--- src/servo_param_pkg.sv ---
package servo_param_pkg;
  // ==========================================================
  // Register slots
  localparam int NREG = 25;
  localparam int S_MODE = 0;
  localparam int S_INF = 1;
  localparam int S_OVERSPEED_THRESHOLD = 2;
  localparam int S_EXCESS_ERROR_THRESHOLD = 3;
  localparam int S_MOVE_SPEED_POS1 = 4;
  localparam int S_DOM = 12;
  localparam int S_DOD = 13;
  localparam int S_FSN = 14;
  localparam int S_PED = 15;
  localparam int S_BACKLASH_COMPENSATION = 16;
  localparam int S_SPEED_FILTER_JITTER_CTRL = 17;
  localparam int S_INERTIA = 18;
  localparam int S_GPOS = 19;
  localparam int S_GSPP = 20;
  localparam int S_GSPI = 21;
  localparam int S_RLPF = 22;
  localparam int S_AIG = 23;
  localparam int S_ESCALE = 24;
  localparam logic [9:0] STAT_IDX = 10'h2F8;
  // Word index of each slot, slot 24 first
  localparam logic [NREG-1:0][9:0] REG_IDX = {
    10'h2F6, 10'h2F5, 10'h2F4, 10'h2F3, 10'h2F2, 10'h2F1, 10'h2F0,
    10'h231, 10'h230, 10'h22F, 10'h22E, 10'h22D, 10'h22C,
    10'h22B, 10'h22A, 10'h229, 10'h228, 10'h227, 10'h226, 10'h225, 10'h224,
    10'h223, 10'h222, 10'h221, 10'h220};
  localparam logic [NREG-1:0][15:0] REG_RST = {
    16'h0000, 16'h0000, 16'h0000, 16'h0000, 16'h0000, 16'h0000, 16'h0000,
    16'h0000, 16'h0000, 16'h0000, 16'h0006, 16'h0001, 16'h0000,
    {8{16'h03E8}}, 16'h7530, 16'h1388, 16'h0000, 16'h0000};
  localparam logic [NREG-1:0][15:0] REG_MIN = {
    {7{16'h0000}}, 16'h0000, 16'h0000, 16'h0000, 16'h0002, 16'h0000, 16'h0000,
    {8{16'h0001}}, 16'h0001, 16'h0001, 16'h0000, 16'h0000};
  localparam logic [NREG-1:0][15:0] REG_MAX = {
    16'h0001, 16'h7530, 16'h03E8, 16'hFFFF, 16'hFFFF, 16'hFFFF, 16'hFFFF,
    16'h0077, 16'h2848, 16'h00FA, 16'h0020, 16'h00FA, 16'h0001,
    {8{16'h1388}}, 16'h7530, 16'h1388, 16'h0013, 16'h0005};
  // ==========================================================
  // Digit fields and scales
  localparam logic [15:0] INF_DIGIT = 16'h000A;
  localparam logic [15:0] SPEED_FILTER_JITTER_CTRL_DIGIT = 16'h000A;
  localparam logic [15:0] SPEED_FILTER_JITTER_CTRL_HUND = 16'h0064;
  localparam logic [15:0] BACKLASH_COMPENSATION_DIGIT = 16'h2710;
  localparam logic [15:0] BACKLASH_COMPENSATION_PULSE_MAX = 16'h0138;
  localparam logic [31:0] ERR_SCALE_MULT = 32'h0000_0064;
  // Speed detection cutoff in Hz per filter code, code 9 first
  localparam logic [9:0][9:0] LPF_HZ = {
    10'h050, 10'h064, 10'h096, 10'h0C8, 10'h0FA,
    10'h12C, 10'h15E, 10'h190, 10'h1C2, 10'h1F4};
  // ==========================================================
  // Timing
  localparam int CLK_KHZ = 200000;
  localparam int COMBO_UNIT_MS = 4;
  localparam int CLR_UNIT_MS = 20;
  // ==========================================================
  // Types
  typedef enum logic [2:0] {
    TM_MANUAL = 3'b000,
    TM_PI_CONT = 3'b010,
    TM_PI_FIX = 3'b011,
    TM_FF_CONT = 3'b100,
    TM_FF_FIX = 3'b101
  } tune_mode_t;
  typedef enum logic [1:0] {
    CM_SPEED = 2'b00,
    CM_PULSE_TRAIN = 2'b01,
    CM_REG_POS = 2'b10,
    CM_OTHER = 2'b11
  } ctrl_mode_t;
  typedef struct packed {
    logic [15:0] pos;
    logic [15:0] spd_p;
    logic [15:0] spd_i;
    logic [15:0] res_lpf;
    logic [15:0] anti_int;
  } gains_t;
  typedef struct packed {
    ctrl_mode_t ctrl_mode;
    logic [15:0] motor_speed;
    logic [31:0] pos_dev;
    logic [15:0] meas_inertia;
    gains_t meas;
    logic pos_done;
    logic clr_req;
    logic [2:0] pos_sel;
    logic [4:0] func_do;
    logic [15:0] gear;
  } loop_in_t;
  typedef struct packed {
    gains_t gains;
    logic [15:0] inertia_ratio;
    logic ovs_fault;
    logic err_fault;
    logic [15:0] move_speed;
    logic [4:0] dout;
    logic combo_out;
    logic dev_clr;
    logic [31:0] backlash_compensation_pulses;
    logic backlash_compensation_rev;
    logic [5:0] feed_steps;
    logic inf_en;
    logic [3:0] inf_speed;
    logic [3:0] spd_lpf_sel;
    logic [9:0] spd_lpf_hz;
    logic jitter_en;
    logic smooth_en;
  } loop_out_t;
endpackage

--- src/servo_tuning_param_bank.sv ---
// Our own choice: the APB slave port.
`timescale 1ns/100ps
module servo_tuning_param_bank
  import servo_param_pkg::*;
#(
  parameter int COMBO_TICK_CYC = COMBO_UNIT_MS * CLK_KHZ,
  parameter int CLR_TICK_CYC = CLR_UNIT_MS * CLK_KHZ
) (
  input wire logic clk,
  input wire logic rst,
  input wire logic psel,
  input wire logic penable,
  input wire logic pwrite,
  input wire logic [11:0] paddr,
  input wire logic [31:0] pwdata,
  input wire logic [3:0] pstrb,
  output logic pready,
  output logic [31:0] prdata,
  output logic pslverr,
  input wire loop_in_t loop_i,
  output loop_out_t loop_o
);

  // ==========================================================
  // State
  typedef struct packed {
    logic [NREG-1:0][15:0] prm;
    logic pready;
    logic pslverr;
    logic [31:0] prdata;
    logic [31:0] c_sub;
    logic [7:0] c_units;
    logic [31:0] p_sub;
    logic [7:0] p_units;
    logic p_done;
    loop_out_t lo;
  } st_t;

  st_t s_q;
  st_t s_d;

  // ==========================================================
  // Helpers

  // Map a word index to a slot; NREG means unmapped
  function automatic int slot_of(input logic [9:0] idx);
    int r;
    r = NREG;
    for (int i = 0; i < NREG; i++) begin
      if (REG_IDX[i] == idx) begin
        r = i;
      end
    end
    return r;
  endfunction

  // Range check, including holes inside the printed span
  function automatic logic val_ok(input int sl, input logic [15:0] v);
    logic ok;
    ok = (v >= REG_MIN[sl]) && (v <= REG_MAX[sl]);
    if (sl == S_MODE && v == 16'h0001) begin
      ok = 1'b0;
    end
    if (sl == S_BACKLASH_COMPENSATION && (v % BACKLASH_COMPENSATION_DIGIT) > BACKLASH_COMPENSATION_PULSE_MAX) begin
      ok = 1'b0;
    end
    if (sl == S_SPEED_FILTER_JITTER_CTRL && ((v % SPEED_FILTER_JITTER_CTRL_HUND) / SPEED_FILTER_JITTER_CTRL_DIGIT) > 16'h0001) begin
      ok = 1'b0;
    end
    return ok;
  endfunction

  // Apply byte strobes to the low half-word
  function automatic logic [15:0] merge(input logic [15:0] old,
                                        input logic [31:0] wd,
                                        input logic [3:0] st);
    logic [15:0] m;
    m = old;
    if (st[0]) begin
      m[7:0] = wd[7:0];
    end
    if (st[1]) begin
      m[15:8] = wd[15:8];
    end
    return m;
  endfunction

  // ==========================================================
  // Next-state logic
  always_comb begin
    int sl;
    logic [15:0] wv;
    logic ok;
    logic [2:0] old_m;
    logic [2:0] new_m;
    logic [15:0] fv;
    logic [31:0] err_lim;
    logic c_arm;
    logic p_arm;
    sl = slot_of(paddr[11:2]);
    wv = 16'h0000;
    ok = 1'b0;
    old_m = s_q.prm[S_MODE][2:0];
    new_m = 3'b000;
    fv = 16'h0000;
    err_lim = 32'h0000_0000;
    c_arm = 1'b0;
    p_arm = 1'b0;
    s_d = s_q;

    // Bus: one wait state, then pready for one cycle
    if (sl < NREG) begin
      wv = merge(s_q.prm[sl], pwdata, pstrb);
      ok = val_ok(sl, wv);
    end
    new_m = wv[2:0];
    s_d.pready = psel & penable & ~s_q.pready;
    if (s_d.pready) begin
      s_d.prdata = 32'h0000_0000;
      s_d.pslverr = 1'b0;
      if (paddr[11:2] == STAT_IDX) begin
        s_d.pslverr = pwrite;
        s_d.prdata = {24'h00_0000, s_q.lo.ovs_fault, s_q.lo.err_fault,
                      s_q.lo.combo_out, s_q.p_done, s_q.prm[S_MODE][3:0]};
      end else if (sl < NREG) begin
        s_d.prdata = {16'h0000, s_q.prm[sl]};
        s_d.pslverr = pwrite & ~ok;
      end else begin
        s_d.pslverr = 1'b1;
      end
    end else begin
      s_d.pslverr = 1'b0; // Error flag stands with pready only
    end

    // Write commits at the edge that completes the transfer
    if (psel & penable & s_q.pready & pwrite & (sl < NREG) & ok) begin
      s_d.prm[sl] = wv;
      if (sl == S_MODE) begin
        // Leaving continuous tuning (mode 2 or 4) for fixed ratio mode 3 keeps the inertia
        if ((old_m == TM_PI_CONT || old_m == TM_FF_CONT) && new_m == TM_PI_FIX) begin
          s_d.prm[S_INERTIA] = loop_i.meas_inertia;
        end
        // Tuned results become the manual gains
        if ((old_m == TM_PI_FIX || old_m == TM_FF_FIX) && new_m == TM_MANUAL) begin
          s_d.prm[S_GPOS] = loop_i.meas.pos;
          s_d.prm[S_GSPP] = loop_i.meas.spd_p;
          s_d.prm[S_GSPI] = loop_i.meas.spd_i;
        end
        if (old_m == TM_FF_FIX && new_m == TM_MANUAL) begin
          s_d.prm[S_RLPF] = loop_i.meas.res_lpf;
          s_d.prm[S_AIG] = loop_i.meas.anti_int;
        end
      end
    end

    // Active gains: manual slots in mode 0, loop values otherwise.
    // Manual slots are never touched by continuous tuning, so dropping
    // back to mode 0 from 2 or 4 discards every measured value.
    if (tune_mode_t'(s_q.prm[S_MODE][2:0]) == TM_MANUAL) begin
      s_d.lo.gains = {s_q.prm[S_GPOS], s_q.prm[S_GSPP], s_q.prm[S_GSPI],
                      s_q.prm[S_RLPF], s_q.prm[S_AIG]};
    end else begin
      s_d.lo.gains = loop_i.meas;
    end
    s_d.lo.inertia_ratio = s_q.prm[S_INERTIA];

    // Fault comparisons, each only in its own control modes
    s_d.lo.ovs_fault = (loop_i.ctrl_mode == CM_SPEED) &&
                       (loop_i.motor_speed > s_q.prm[S_OVERSPEED_THRESHOLD]);
    err_lim = {16'h0000, s_q.prm[S_EXCESS_ERROR_THRESHOLD]};
    if (s_q.prm[S_ESCALE][0]) begin
      err_lim = 32'({16'h0000, s_q.prm[S_EXCESS_ERROR_THRESHOLD]} * ERR_SCALE_MULT);
    end
    s_d.lo.err_fault = (loop_i.ctrl_mode == CM_PULSE_TRAIN ||
                        loop_i.ctrl_mode == CM_REG_POS) &&
                       (loop_i.pos_dev > err_lim);

    // Selected stored-position speed, zero outside register mode
    s_d.lo.move_speed = 16'h0000;
    if (loop_i.ctrl_mode == CM_REG_POS) begin
      s_d.lo.move_speed = s_q.prm[S_MOVE_SPEED_POS1 + int'(loop_i.pos_sel)];
    end

    // Combination output delay; restarts when positioning drops
    c_arm = s_q.prm[S_DOM][0] & loop_i.pos_done;
    if (!c_arm) begin
      s_d.c_sub = 32'h0000_0000;
      s_d.c_units = 8'h00;
      s_d.lo.combo_out = 1'b0;
    end else if (!s_q.lo.combo_out) begin
      if (s_q.c_units == s_q.prm[S_DOD][7:0]) begin
        s_d.lo.combo_out = 1'b1;
      end else if (s_q.c_sub == 32'(COMBO_TICK_CYC - 1)) begin
        s_d.c_sub = 32'h0000_0000;
        s_d.c_units = s_q.c_units + 8'h01;
      end else begin
        s_d.c_sub = s_q.c_sub + 32'h0000_0001;
      end
    end

    // Digital outputs: per-pin functions or the position index
    if (s_q.prm[S_DOM][0]) begin
      s_d.lo.dout = {1'b0, s_q.lo.combo_out, loop_i.pos_sel};
    end else begin
      s_d.lo.dout = loop_i.func_do;
    end

    // Deviation clear: one pulse per request after the delay;
    // a zero setting disables it
    p_arm = loop_i.clr_req && (s_q.prm[S_PED] != 16'h0000);
    s_d.lo.dev_clr = 1'b0;
    if (!p_arm) begin
      s_d.p_sub = 32'h0000_0000;
      s_d.p_units = 8'h00;
      s_d.p_done = 1'b0;
    end else if (!s_q.p_done) begin
      if (s_q.p_units == s_q.prm[S_PED][7:0]) begin
        s_d.lo.dev_clr = 1'b1;
        s_d.p_done = 1'b1;
      end else if (s_q.p_sub == 32'(CLR_TICK_CYC - 1)) begin
        s_d.p_sub = 32'h0000_0000;
        s_d.p_units = s_q.p_units + 8'h01;
      end else begin
        s_d.p_sub = s_q.p_sub + 32'h0000_0001;
      end
    end

    // Backlash: pulse field times gear, upper digit is polarity
    fv = s_q.prm[S_BACKLASH_COMPENSATION] % BACKLASH_COMPENSATION_DIGIT;
    s_d.lo.backlash_compensation_pulses = 32'({16'h0000, fv} * {16'h0000, loop_i.gear});
    s_d.lo.backlash_compensation_rev = s_q.prm[S_BACKLASH_COMPENSATION] >= BACKLASH_COMPENSATION_DIGIT;

    // Feed steps, held in range by the write check
    s_d.lo.feed_steps = s_q.prm[S_FSN][5:0];

    // Input filter digits
    fv = s_q.prm[S_INF] % INF_DIGIT;
    s_d.lo.inf_speed = fv[3:0];
    s_d.lo.inf_en = s_q.prm[S_INF] >= INF_DIGIT;

    // Speed filter, jitter and smoothing digits
    fv = s_q.prm[S_SPEED_FILTER_JITTER_CTRL] % SPEED_FILTER_JITTER_CTRL_DIGIT;
    s_d.lo.spd_lpf_sel = fv[3:0];
    s_d.lo.spd_lpf_hz = LPF_HZ[fv[3:0]];
    fv = (s_q.prm[S_SPEED_FILTER_JITTER_CTRL] % SPEED_FILTER_JITTER_CTRL_HUND) / SPEED_FILTER_JITTER_CTRL_DIGIT;
    s_d.lo.jitter_en = fv[0];
    s_d.lo.smooth_en = s_q.prm[S_SPEED_FILTER_JITTER_CTRL] >= SPEED_FILTER_JITTER_CTRL_HUND;
  end

  // ==========================================================
  // State register; outputs all come from it
  always_ff @(posedge clk or posedge rst) begin
    if (rst) begin
      s_q <= '0;
      s_q.prm <= REG_RST;
      s_q.lo.gains.res_lpf <= REG_RST[S_RLPF];
      s_q.lo.feed_steps <= REG_RST[S_FSN][5:0];
    end else begin
      s_q <= s_d;
    end
  end

  assign pready = s_q.pready;
  assign prdata = s_q.prdata;
  assign pslverr = s_q.pslverr;
  assign loop_o = s_q.lo;

endmodule

--- config.mk ---
export PLATFORM = sky130hd
export DESIGN_NAME = servo_tuning_param_bank
export DESIGN_NICKNAME = d
export VERILOG_FILES = /design/src/servo_param_pkg.sv /design/src/servo_tuning_param_bank.sv
export SDC_FILE = /design/constraint.sdc
export NUM_CORES = 2
export LEC_CHECK = 0
export ABC_AREA = 0
export BUFFER_PORTS_ARGS = -buffer_cell sky130_fd_sc_hd__buf_2
export CORE_AREA = 2 2 312 314
export CTS_BUF_LIST = sky130_fd_sc_hd__clkbuf_16
export CTS_CLUSTER_DIAMETER = 100
export DETAILED_ROUTE_END_ITERATION = 12
export DIE_AREA = 0 0 314 316
export HOLD_SLACK_MARGIN = 0.05
export PLACE_DENSITY = 0.82
export SLEW_MARGIN = 20
export SYNTH_ARGS = -nofsm -noshare
export SYNTH_HDL_FRONTEND = slang
export SYNTH_SLANG_ARGS = --single-unit
--- constraint.sdc ---
create_clock -name clk -period 42.7 [get_ports clk]
set_input_delay 4.27 -clock clk [delete_from_list [all_inputs] [get_ports clk]]
set_output_delay 4.27 -clock clk [all_outputs]
set_load 0.05 [all_outputs]
Word-level counts from Yosys, hierarchy flattened
Memories as Yosys holds them, arrays and structs flattened. A register that Yosys moved wholly into a read port is not among the register bits.
Index checks and enable logic that the tools add are counted.
- add/sub/neg operators: 5
- multiply operators: 2
- div/mod/pow operators: 8
- magnitude comparators: 13
- eq/ne operators: 46
- muxes and demuxes: 75
- bitwise operators: 10
- reductions and logical operators: 23
- operator list (operator ; number):
    2-to-1 mux 32 bit ; 27
    bitwise mux 400 bit ; 1
    equality test 10 bit, first input constant ; 25
    2-to-1 mux 16 bit ; 13
    binary-select mux 16 bit (select 5 bit) ; 2
    2-to-1 mux 40 bit ; 4
    2-to-1 mux 96 bit ; 1
    2-to-1 mux 41 bit ; 2
    demux 16 bit (select 5 bit) ; 1
    2-to-1 mux 80 bit ; 1
    adder 32 x 1 -> 32 bit, second input constant ; 2
    equality test 32 x 6 -> 1 bit, second input constant ; 2
    2-to-1 mux 48 bit ; 1
    2-to-1 mux 8 bit ; 6
    2-to-1 mux 33 bit ; 1
    divider 16 x 4 -> 16 bit, second input constant ; 2
    equality test 32 x 20 -> 1 bit, second input constant ; 1
    equality test 32 x 22 -> 1 bit, second input constant ; 1
    greater-or-equal comparator 32 x 1 -> 1 bit, second input constant ; 1
    greater-than comparator 32 bit ; 1
    logical NOT 32 bit ; 1
    < comparator 32 x 6 -> 1 bit, second input constant ; 1
    < comparator 32 x 7 -> 1 bit, second input constant ; 1
    modulo 16 x 14 -> 16 bit, second input constant ; 2
    36 further kinds ; 82
- register bits after elaboration: 686
- bits in read-only memories: 1184
- input bits: 225
- output and inout bits: 215
- word-level logic and storage cells: 238
- memories: 3
- memory list (name ; depth ; width ; rd ports ; clocked after Yosys merged registers in ; wr ports ; RTL line ; text):
    (name not given) ; 32 ; 16 ; 1 ; 0 ; 0 ; servo_tuning_param_bank.sv:60 ; ok = (v >= REG_MIN[sl]) && (v <= REG_MAX[sl]);
    (name not given) ; 32 ; 16 ; 1 ; 0 ; 0 ; servo_tuning_param_bank.sv:60 ;
    (name not given) ; 16 ; 10 ; 1 ; 1 ; 0 ; servo_tuning_param_bank.sv:244 ; s_d.lo.spd_lpf_hz = LPF_HZ[fv[3:0]];

Depth between registers and ports, before layout
- word-level depth: 42
- gate-level depth with buffers: 68
- mapped depth without buffers: 64

Least setup slack after synthesis
No wires, ideal clock.
- path type: register to register
- start point: reg s_q[559] (netlist name)
- end point: reg s_q, in the netlist loop_o[59]
- setup time: 0.124 ns
- arrival time: 12.838 ns
- required time: 42.576 ns
- setup slack: 29.737 ns
- stages on the path, launching flop included: 66
- path buffers: 4
- clock period less this slack: 12.963 ns
- cells stage by stage: dfrtp_1 clkbuf_1 o41ai_1 nor2_1 o31ai_1 nor3b_1 a21oi_1 o221ai_1 a32o_1 nor2_1 nor2b_1 o22ai_1 nand2_1 and2_1 o22ai_1 a21oi_1 nand2b_1 and3_1 [... 30 more ...] a21oi_1 o21bai_1 a21oi_1 o21bai_1 a21oi_1 o21bai_1 a21oi_1 o21bai_1 a21oi_1 o21bai_1 a21oi_1 o21bai_1 a21oi_1 o21bai_1 a21oi_1 o21bai_1 a21oi_1 xnor2_1
- RTL lines (what ; RTL line ; text):
    from (decl) ; servo_tuning_param_bank.sv:39 ; st_t s_q;

Final worst setup path
- start point: in paddr[7]
- end point: reg s_q[346] (netlist name)
- word-level cells in the longest chain between the ends: 38
- elaborated cells between the ends (all ways): 92
- classes of those cells: div: 3; order compare: 7; eq/ne: 28; mux: 44; bitwise: 2; reduce/logical: 6; memory: 2
- ends and longest elaborated chain (what ; RTL line ; text):
    from (decl) ; servo_tuning_param_bank.sv:14 ; input wire logic [11:0] paddr,
    equality test 10 bit ; servo_tuning_param_bank.sv:50 ; if (REG_IDX[i] == idx) begin
    2-to-1 mux 5 bit ; servo_tuning_param_bank.sv:50 ;
    2-to-1 mux 32 bit (23 in series) ; servo_tuning_param_bank.sv:50 ;
    2-to-1 mux 32 bit * ; servo_tuning_param_bank.sv:50 ;
    binary-select mux 16 bit (select 5 bit) ; servo_tuning_param_bank.sv:113 ; wv = merge(s_q.prm[sl], pwdata, pstrb);
    2-to-1 mux 16 bit (not written as such) (2 in series) ; servo_tuning_param_bank.sv:113 ;
    2-to-1 mux 8 bit (on tied branches) ; servo_tuning_param_bank.sv:79, servo_tuning_param_bank.sv:82 ;
    2-to-1 mux 8 bit ; servo_tuning_param_bank.sv:112 ; if (sl < NREG) begin
    modulo 16 x 7 -> 16 bit, or another cell as far along ; servo_tuning_param_bank.sv:67 ; if (sl == S_SPEED_FILTER_JITTER_CTRL && ((v % SPEED_FILTER_JITTER_CTRL_HUND) / SPEED_FILTER_JITTER_CTRL_DIGIT) ...
    divider 16 x 4 -> 16 bit, or another cell as far along ; servo_tuning_param_bank.sv:67 ;
    greater-than comparator 16 x 1 -> 1 bit, or another cell as far along ; servo_tuning_param_bank.sv:67 ;
    logical AND 1 bit / 2-to-1 mux 1 bit (equally long branches) ; servo_tuning_param_bank.sv:67, servo_tuning_param_bank.sv:64 ;
    2-to-1 mux 1 bit ; servo_tuning_param_bank.sv:67 ;
    2-to-1 mux 1 bit ; servo_tuning_param_bank.sv:112 ;
    AND 1 bit ; servo_tuning_param_bank.sv:136 ; if (psel & penable & s_q.pready & pwrite & (sl < NREG) & ok) begin
Every way passes the cells marked *; elsewhere a longest branch is shown, timed or not. The select of a mux whose other input is x is not followed.
A chain may end at the register's enable or synchronous reset.

==> out/results.tsv <==
stage	metric	value	unit
sta	worst hold slack	0.376	ns
power_and_ir_drop	fraction of power consumed by the clock network	0.415	
power_and_ir_drop	worst vdd rail ir drop	0.0000602	V
layout	number of nets at the end of the flow	6432	
global_routing	pin count of the biggest net entering global routing	176	
synthesis	library cell with the largest summed area after synthesis	sky130_fd_sc_hd__dfrtp_1	
power_and_ir_drop	net switching share of the total power	0.312	
clocking	Worst-Skew Late Latency	0.68	ns
power_and_ir_drop	Sequential Power Share	0.385	
sta	max-slew violation count	0	
place	GPL Wtd Cong	1.02	
worst_setup_path	sort of element at the end of the critical path	flip-flop	
worst_setup_path	R2R Path End	loop_o[59]$_DFF_PP0_	
clocking	clock tree from TritonCTS	built	
sta	setup repair after global routing missed its margin	false	
clocking	CTS resizes	0	
min_path	Hold Path Sink	loop_o[22]$_DFF_PP1_	
worst_setup_path	slack of the worst reg-to-reg path	27.76	ns
synthesis	asr flop ratio synth	1.00	
run	max cap viols	0	
power_and_ir_drop	Power Density	29.8	mW/mm^2
place	number of buffers inserted by port buffering	401	
power_and_ir_drop	part of the power in combinational logic	0.200	
global_routing	antenna violations before repair	34	
clocking	number of buffers on the longest clock path	3	
sta	min Tclk post-route	16.68	ns
detailed_routing	overall via count from detail_route	46700	
min_path	hold path startpoint	s_d[22]$_DFFE_PP1P_	
clocking	Sink Count	678	
place	worst setup slack after placement	26.00	ns
worst_setup_path	type of the setup path with the least slack	input pin to flip-flop	
worst_setup_path	startpoint of the worst-slack reg-to-reg timing path	s_q[559]$_DFFE_PP0P_	
synthesis	Yosys top cell area share	0.293	
worst_setup_path	Reg2Reg Depth	62	
synthesis	cell area after synthesis	0.0524	sq mm
synthesis	cells after synthesis	5717	
global_routing	Remaining Overflow, GRT	0	
detailed_routing	total length of routed wires	179000	um
min_path	Cells on Worst Hold Path	0	
floorplan	number of placement rows	114	
power_and_ir_drop	internal power summed over all cells	1.16	mW
detailed_routing	average via count per standard cell	6.55	
worst_setup_path	crit-path max cell delay	0.86	ns
synthesis	Yosys warnings	0	
floorplan	boundary pin count	440	
worst_setup_path	critical path fanouts, max	81	
floorplan	die height	316	um
power_and_ir_drop	Sw Pwr	0.528	mW
floorplan	Core Footprint	0.0960	sq mm
sta	Slew HR	0.131	
sta	setup clock skew after layout	0.0407	ns
layout	share of cells above drive strength 1	0.204	
sta	Max Fclk	0.0600	GHz
floorplan	initial standard-cell utilization of the core	0.546	
synthesis	number of enable flip-flop cells after synthesis	0	
worst_setup_path	Worst Path Arrival	17.23	ns
sta	Hold Violations, Final	0	
layout	relative area change from synthesis to final layout	8.31	%
synthesis	most area-consuming cells after synthesis	sky130_fd_sc_hd__dfrtp_1, sky130_fd_sc_hd__fa_1, sky130_fd_sc_hd__mux2_2	
detailed_routing	total DRC errors in the routed layout	0	
clocking	H-tree levels	3	
synthesis	average cell area after synthesis	9.16	sq um
global_routing	global-route wire length before repair	269000	um
sta	Setup violations, final	0	
worst_setup_path	CP Launch Type	input pin	
floorplan	area of the die	0.0992	sq mm
worst_setup_path	count of buffering cells on the critical path with inverters included	6	
global_routing	number of global-route vias before repair	45100	
place	estimated wirelength of the detail-placed design	126000	um
worst_setup_path	cell family with the largest share of critical-path delay	simple AND/OR/NAND/NOR gates	
synthesis	share of the yosys chip area belonging to registers	0.325	
detailed_routing	first-pass iteration count of the detailed router	10	
synthesis	most frequently used cell type in the post-synthesis netlist	sky130_fd_sc_hd__nand2_1	
worst_setup_path	Worst EP required	43.25	ns
min_path	class of the tightest hold or removal check	flip-flop to flip-flop	
synthesis	flip-flop and latch count after synthesis	678	
clocking	clk slew on worst S/H paths	0.06	ns
clocking	number of clock buffers inserted by TritonCTS	77	
run_status	run status	finished clean	
global_routing	overall fraction of global-route tracks in use	0.356	
clocking	Post-CTS Hold Fix Bufs	0	
layout	end-of-flow core utilization	0.591	
sta	sum of negative setup slack	0	ns
sta	Period Utilization, post-route	0.391	
detailed_routing	number of routed nets with antenna violations	0	
sta	worst-margin pin slew	1.30	ns
worst_setup_path	Crit path top cell by count	sky130_fd_sc_hd__buf_4	
worst_setup_path	slowest CP cell	sky130_fd_sc_hd__mux2i_1	
floorplan	width of the die	314	um
clocking	post-CTS setup buffer count	0	
synthesis	most used flip-flop cell after synthesis	sky130_fd_sc_hd__dfrtp_1	
detailed_routing	post-detailed-route wirelength per cell	25.1	um
layout	area occupied by registers	0.0170	sq mm
power_and_ir_drop	leakage power	26.6	nW
synthesis	distinct cell type count after synthesis	124	
synthesis	Post-synth top cells	sky130_fd_sc_hd__nand2_1, sky130_fd_sc_hd__dfrtp_1, sky130_fd_sc_hd__inv_1	
detailed_routing	number of design-rule violations left by the first detailed-router iteration	6834	
clocking	clock tree root driver cell	sky130_fd_sc_hd__clkbuf_16	
layout	Filler cells	7894	
layout	area of the multi-input gates	0.0311	sq mm
sta	minimum setup slack in the final design	26.02	ns
==> power by group through the flow <==
| stage | clock, mW | sequential, mW | combinational [mW] |
|---|---|---|---|
| global route | 0.731 | 0.652 | 0.367 |
| CTS | 0.702 | 0.652 | 0.330 |
| finish | 0.701 | 0.652 | 0.338 |
| global placement | 0 | 0.663 | 0.325 |
| detailed placement | 0 | 0.663 | 0.327 |
| floorplan | 0 | 0.663 | 0.259 |
==> area by class of cell <==
| class | count | area share |
|---|---|---|
| Multi-Input combinational cell | 4123 | 0.549 |
| Sequential cell | 678 | 0.301 |
| Timing Repair Buffer | 492 | 0.0481 |
| Clock buffer | 77 | 0.0340 |
| Tap cell | 1276 | 0.0281 |
| Inverter | 401 | 0.0267 |
| Clock inverter | 66 | 0.0127 |
| Antenna cell | 19 | 0.000838 |
==> state kept, by name (all words and copies together), names as in the netlist <==
| register | cells |
|---|---|
| s_q | 459 |
| loop_o | 179 |
| s_d | 22 |
| prdata | 16 |
| pready | 1 |
| pslverr | 1 |
==> routing by layer <==
metal / global-route usage / part of all wire / vias up
li1: - / - / 20000
met1: 0.422 / 0.35 / 22600
met2: 0.517 / 0.42 / 3188
met3: 0.133 / 0.13 / 912
met4: 0.293 / 0.099 / 24
met5: 0.00426 / 0.0016 / -
==> worst max path at each step <==
| stage | startpoint | endpoint | slack, ns | cells past startpoint |
|---|---|---|---|---|
| floorplan | rst | loop_o[0]$_DFF_PP0_ | 19.53 | 1 |
| global placement | paddr[7] | s_q[568]$_DFFE_PP0P_ | 26.06 | 35 |
| detailed placement | paddr[3] | s_q[568]$_DFFE_PP0P_ | 26.00 | 35 |
| CTS | paddr[3] | s_q[568]$_DFFE_PP0P_ | 26.63 | 35 |
| global route | paddr[7] | s_q[344]$_DFFE_PP0P_ | 25.79 | 32 |
| finish | paddr[7] | s_q[346]$_DFFE_PP0P_ | 26.02 | 32 |
==> stage by stage <==
step                      total power [mW]  area [sq um]  instances
after detailed placement             0.991         54000       6969
after floorplan                      0.922         52600       5765
after global routing                  1.75         56700       7120
after CTS                             1.68         56600       7112
after global placement               0.988         54000       6969
final                                 1.69         56700       7132
==> cells in the final DEF, fill, tap and decap left out, types with 20 or more instances in the layout <==
cell type,instances
sky130_fd_sc_hd__a211oi_1,53
sky130_fd_sc_hd__a21o_1,24
sky130_fd_sc_hd__a21oi_1,362
sky130_fd_sc_hd__a31oi_1,64
sky130_fd_sc_hd__and2_1,89
sky130_fd_sc_hd__and3_1,51
sky130_fd_sc_hd__buf_2,401
sky130_fd_sc_hd__buf_4,86
sky130_fd_sc_hd__clkbuf_16,77
sky130_fd_sc_hd__clkinv_1,25
sky130_fd_sc_hd__conb_1,50
sky130_fd_sc_hd__dfrtp_1,612
sky130_fd_sc_hd__dfstp_2,65
sky130_fd_sc_hd__fa_1,205
sky130_fd_sc_hd__ha_1,229
sky130_fd_sc_hd__inv_1,399
sky130_fd_sc_hd__mux2_2,357
sky130_fd_sc_hd__mux2i_1,85
sky130_fd_sc_hd__mux4_2,33
sky130_fd_sc_hd__nand2_1,628
sky130_fd_sc_hd__nand2b_1,51
sky130_fd_sc_hd__nand3_1,147
sky130_fd_sc_hd__nand4_1,64
sky130_fd_sc_hd__nor2_1,328
sky130_fd_sc_hd__nor2b_1,53
sky130_fd_sc_hd__nor3_1,85
sky130_fd_sc_hd__nor4_1,41
sky130_fd_sc_hd__o211ai_1,37
sky130_fd_sc_hd__o21ai_0,244
sky130_fd_sc_hd__o21ai_1,20
sky130_fd_sc_hd__o21bai_1,34
sky130_fd_sc_hd__o221ai_1,21
sky130_fd_sc_hd__o22ai_1,121
sky130_fd_sc_hd__o31ai_1,27
sky130_fd_sc_hd__or2_2,21
sky130_fd_sc_hd__or3_1,27
sky130_fd_sc_hd__xnor2_1,102
sky130_fd_sc_hd__xor2_1,65
==> kinds of logic after synthesis <==
kind of cell | count (synthesis) | share of synthesized area
simple gates | 1689 | 0.154
other cells | 2 | 0.000143
flops | 678 | 0.325
mux | 494 | 0.111
compound gates | 1276 | 0.159
buf+inv | 964 | 0.0868
xor+xnor | 171 | 0.0287
fa+ha+maj | 443 | 0.135
No activity file was read; power rests on OpenSTA's default activity.
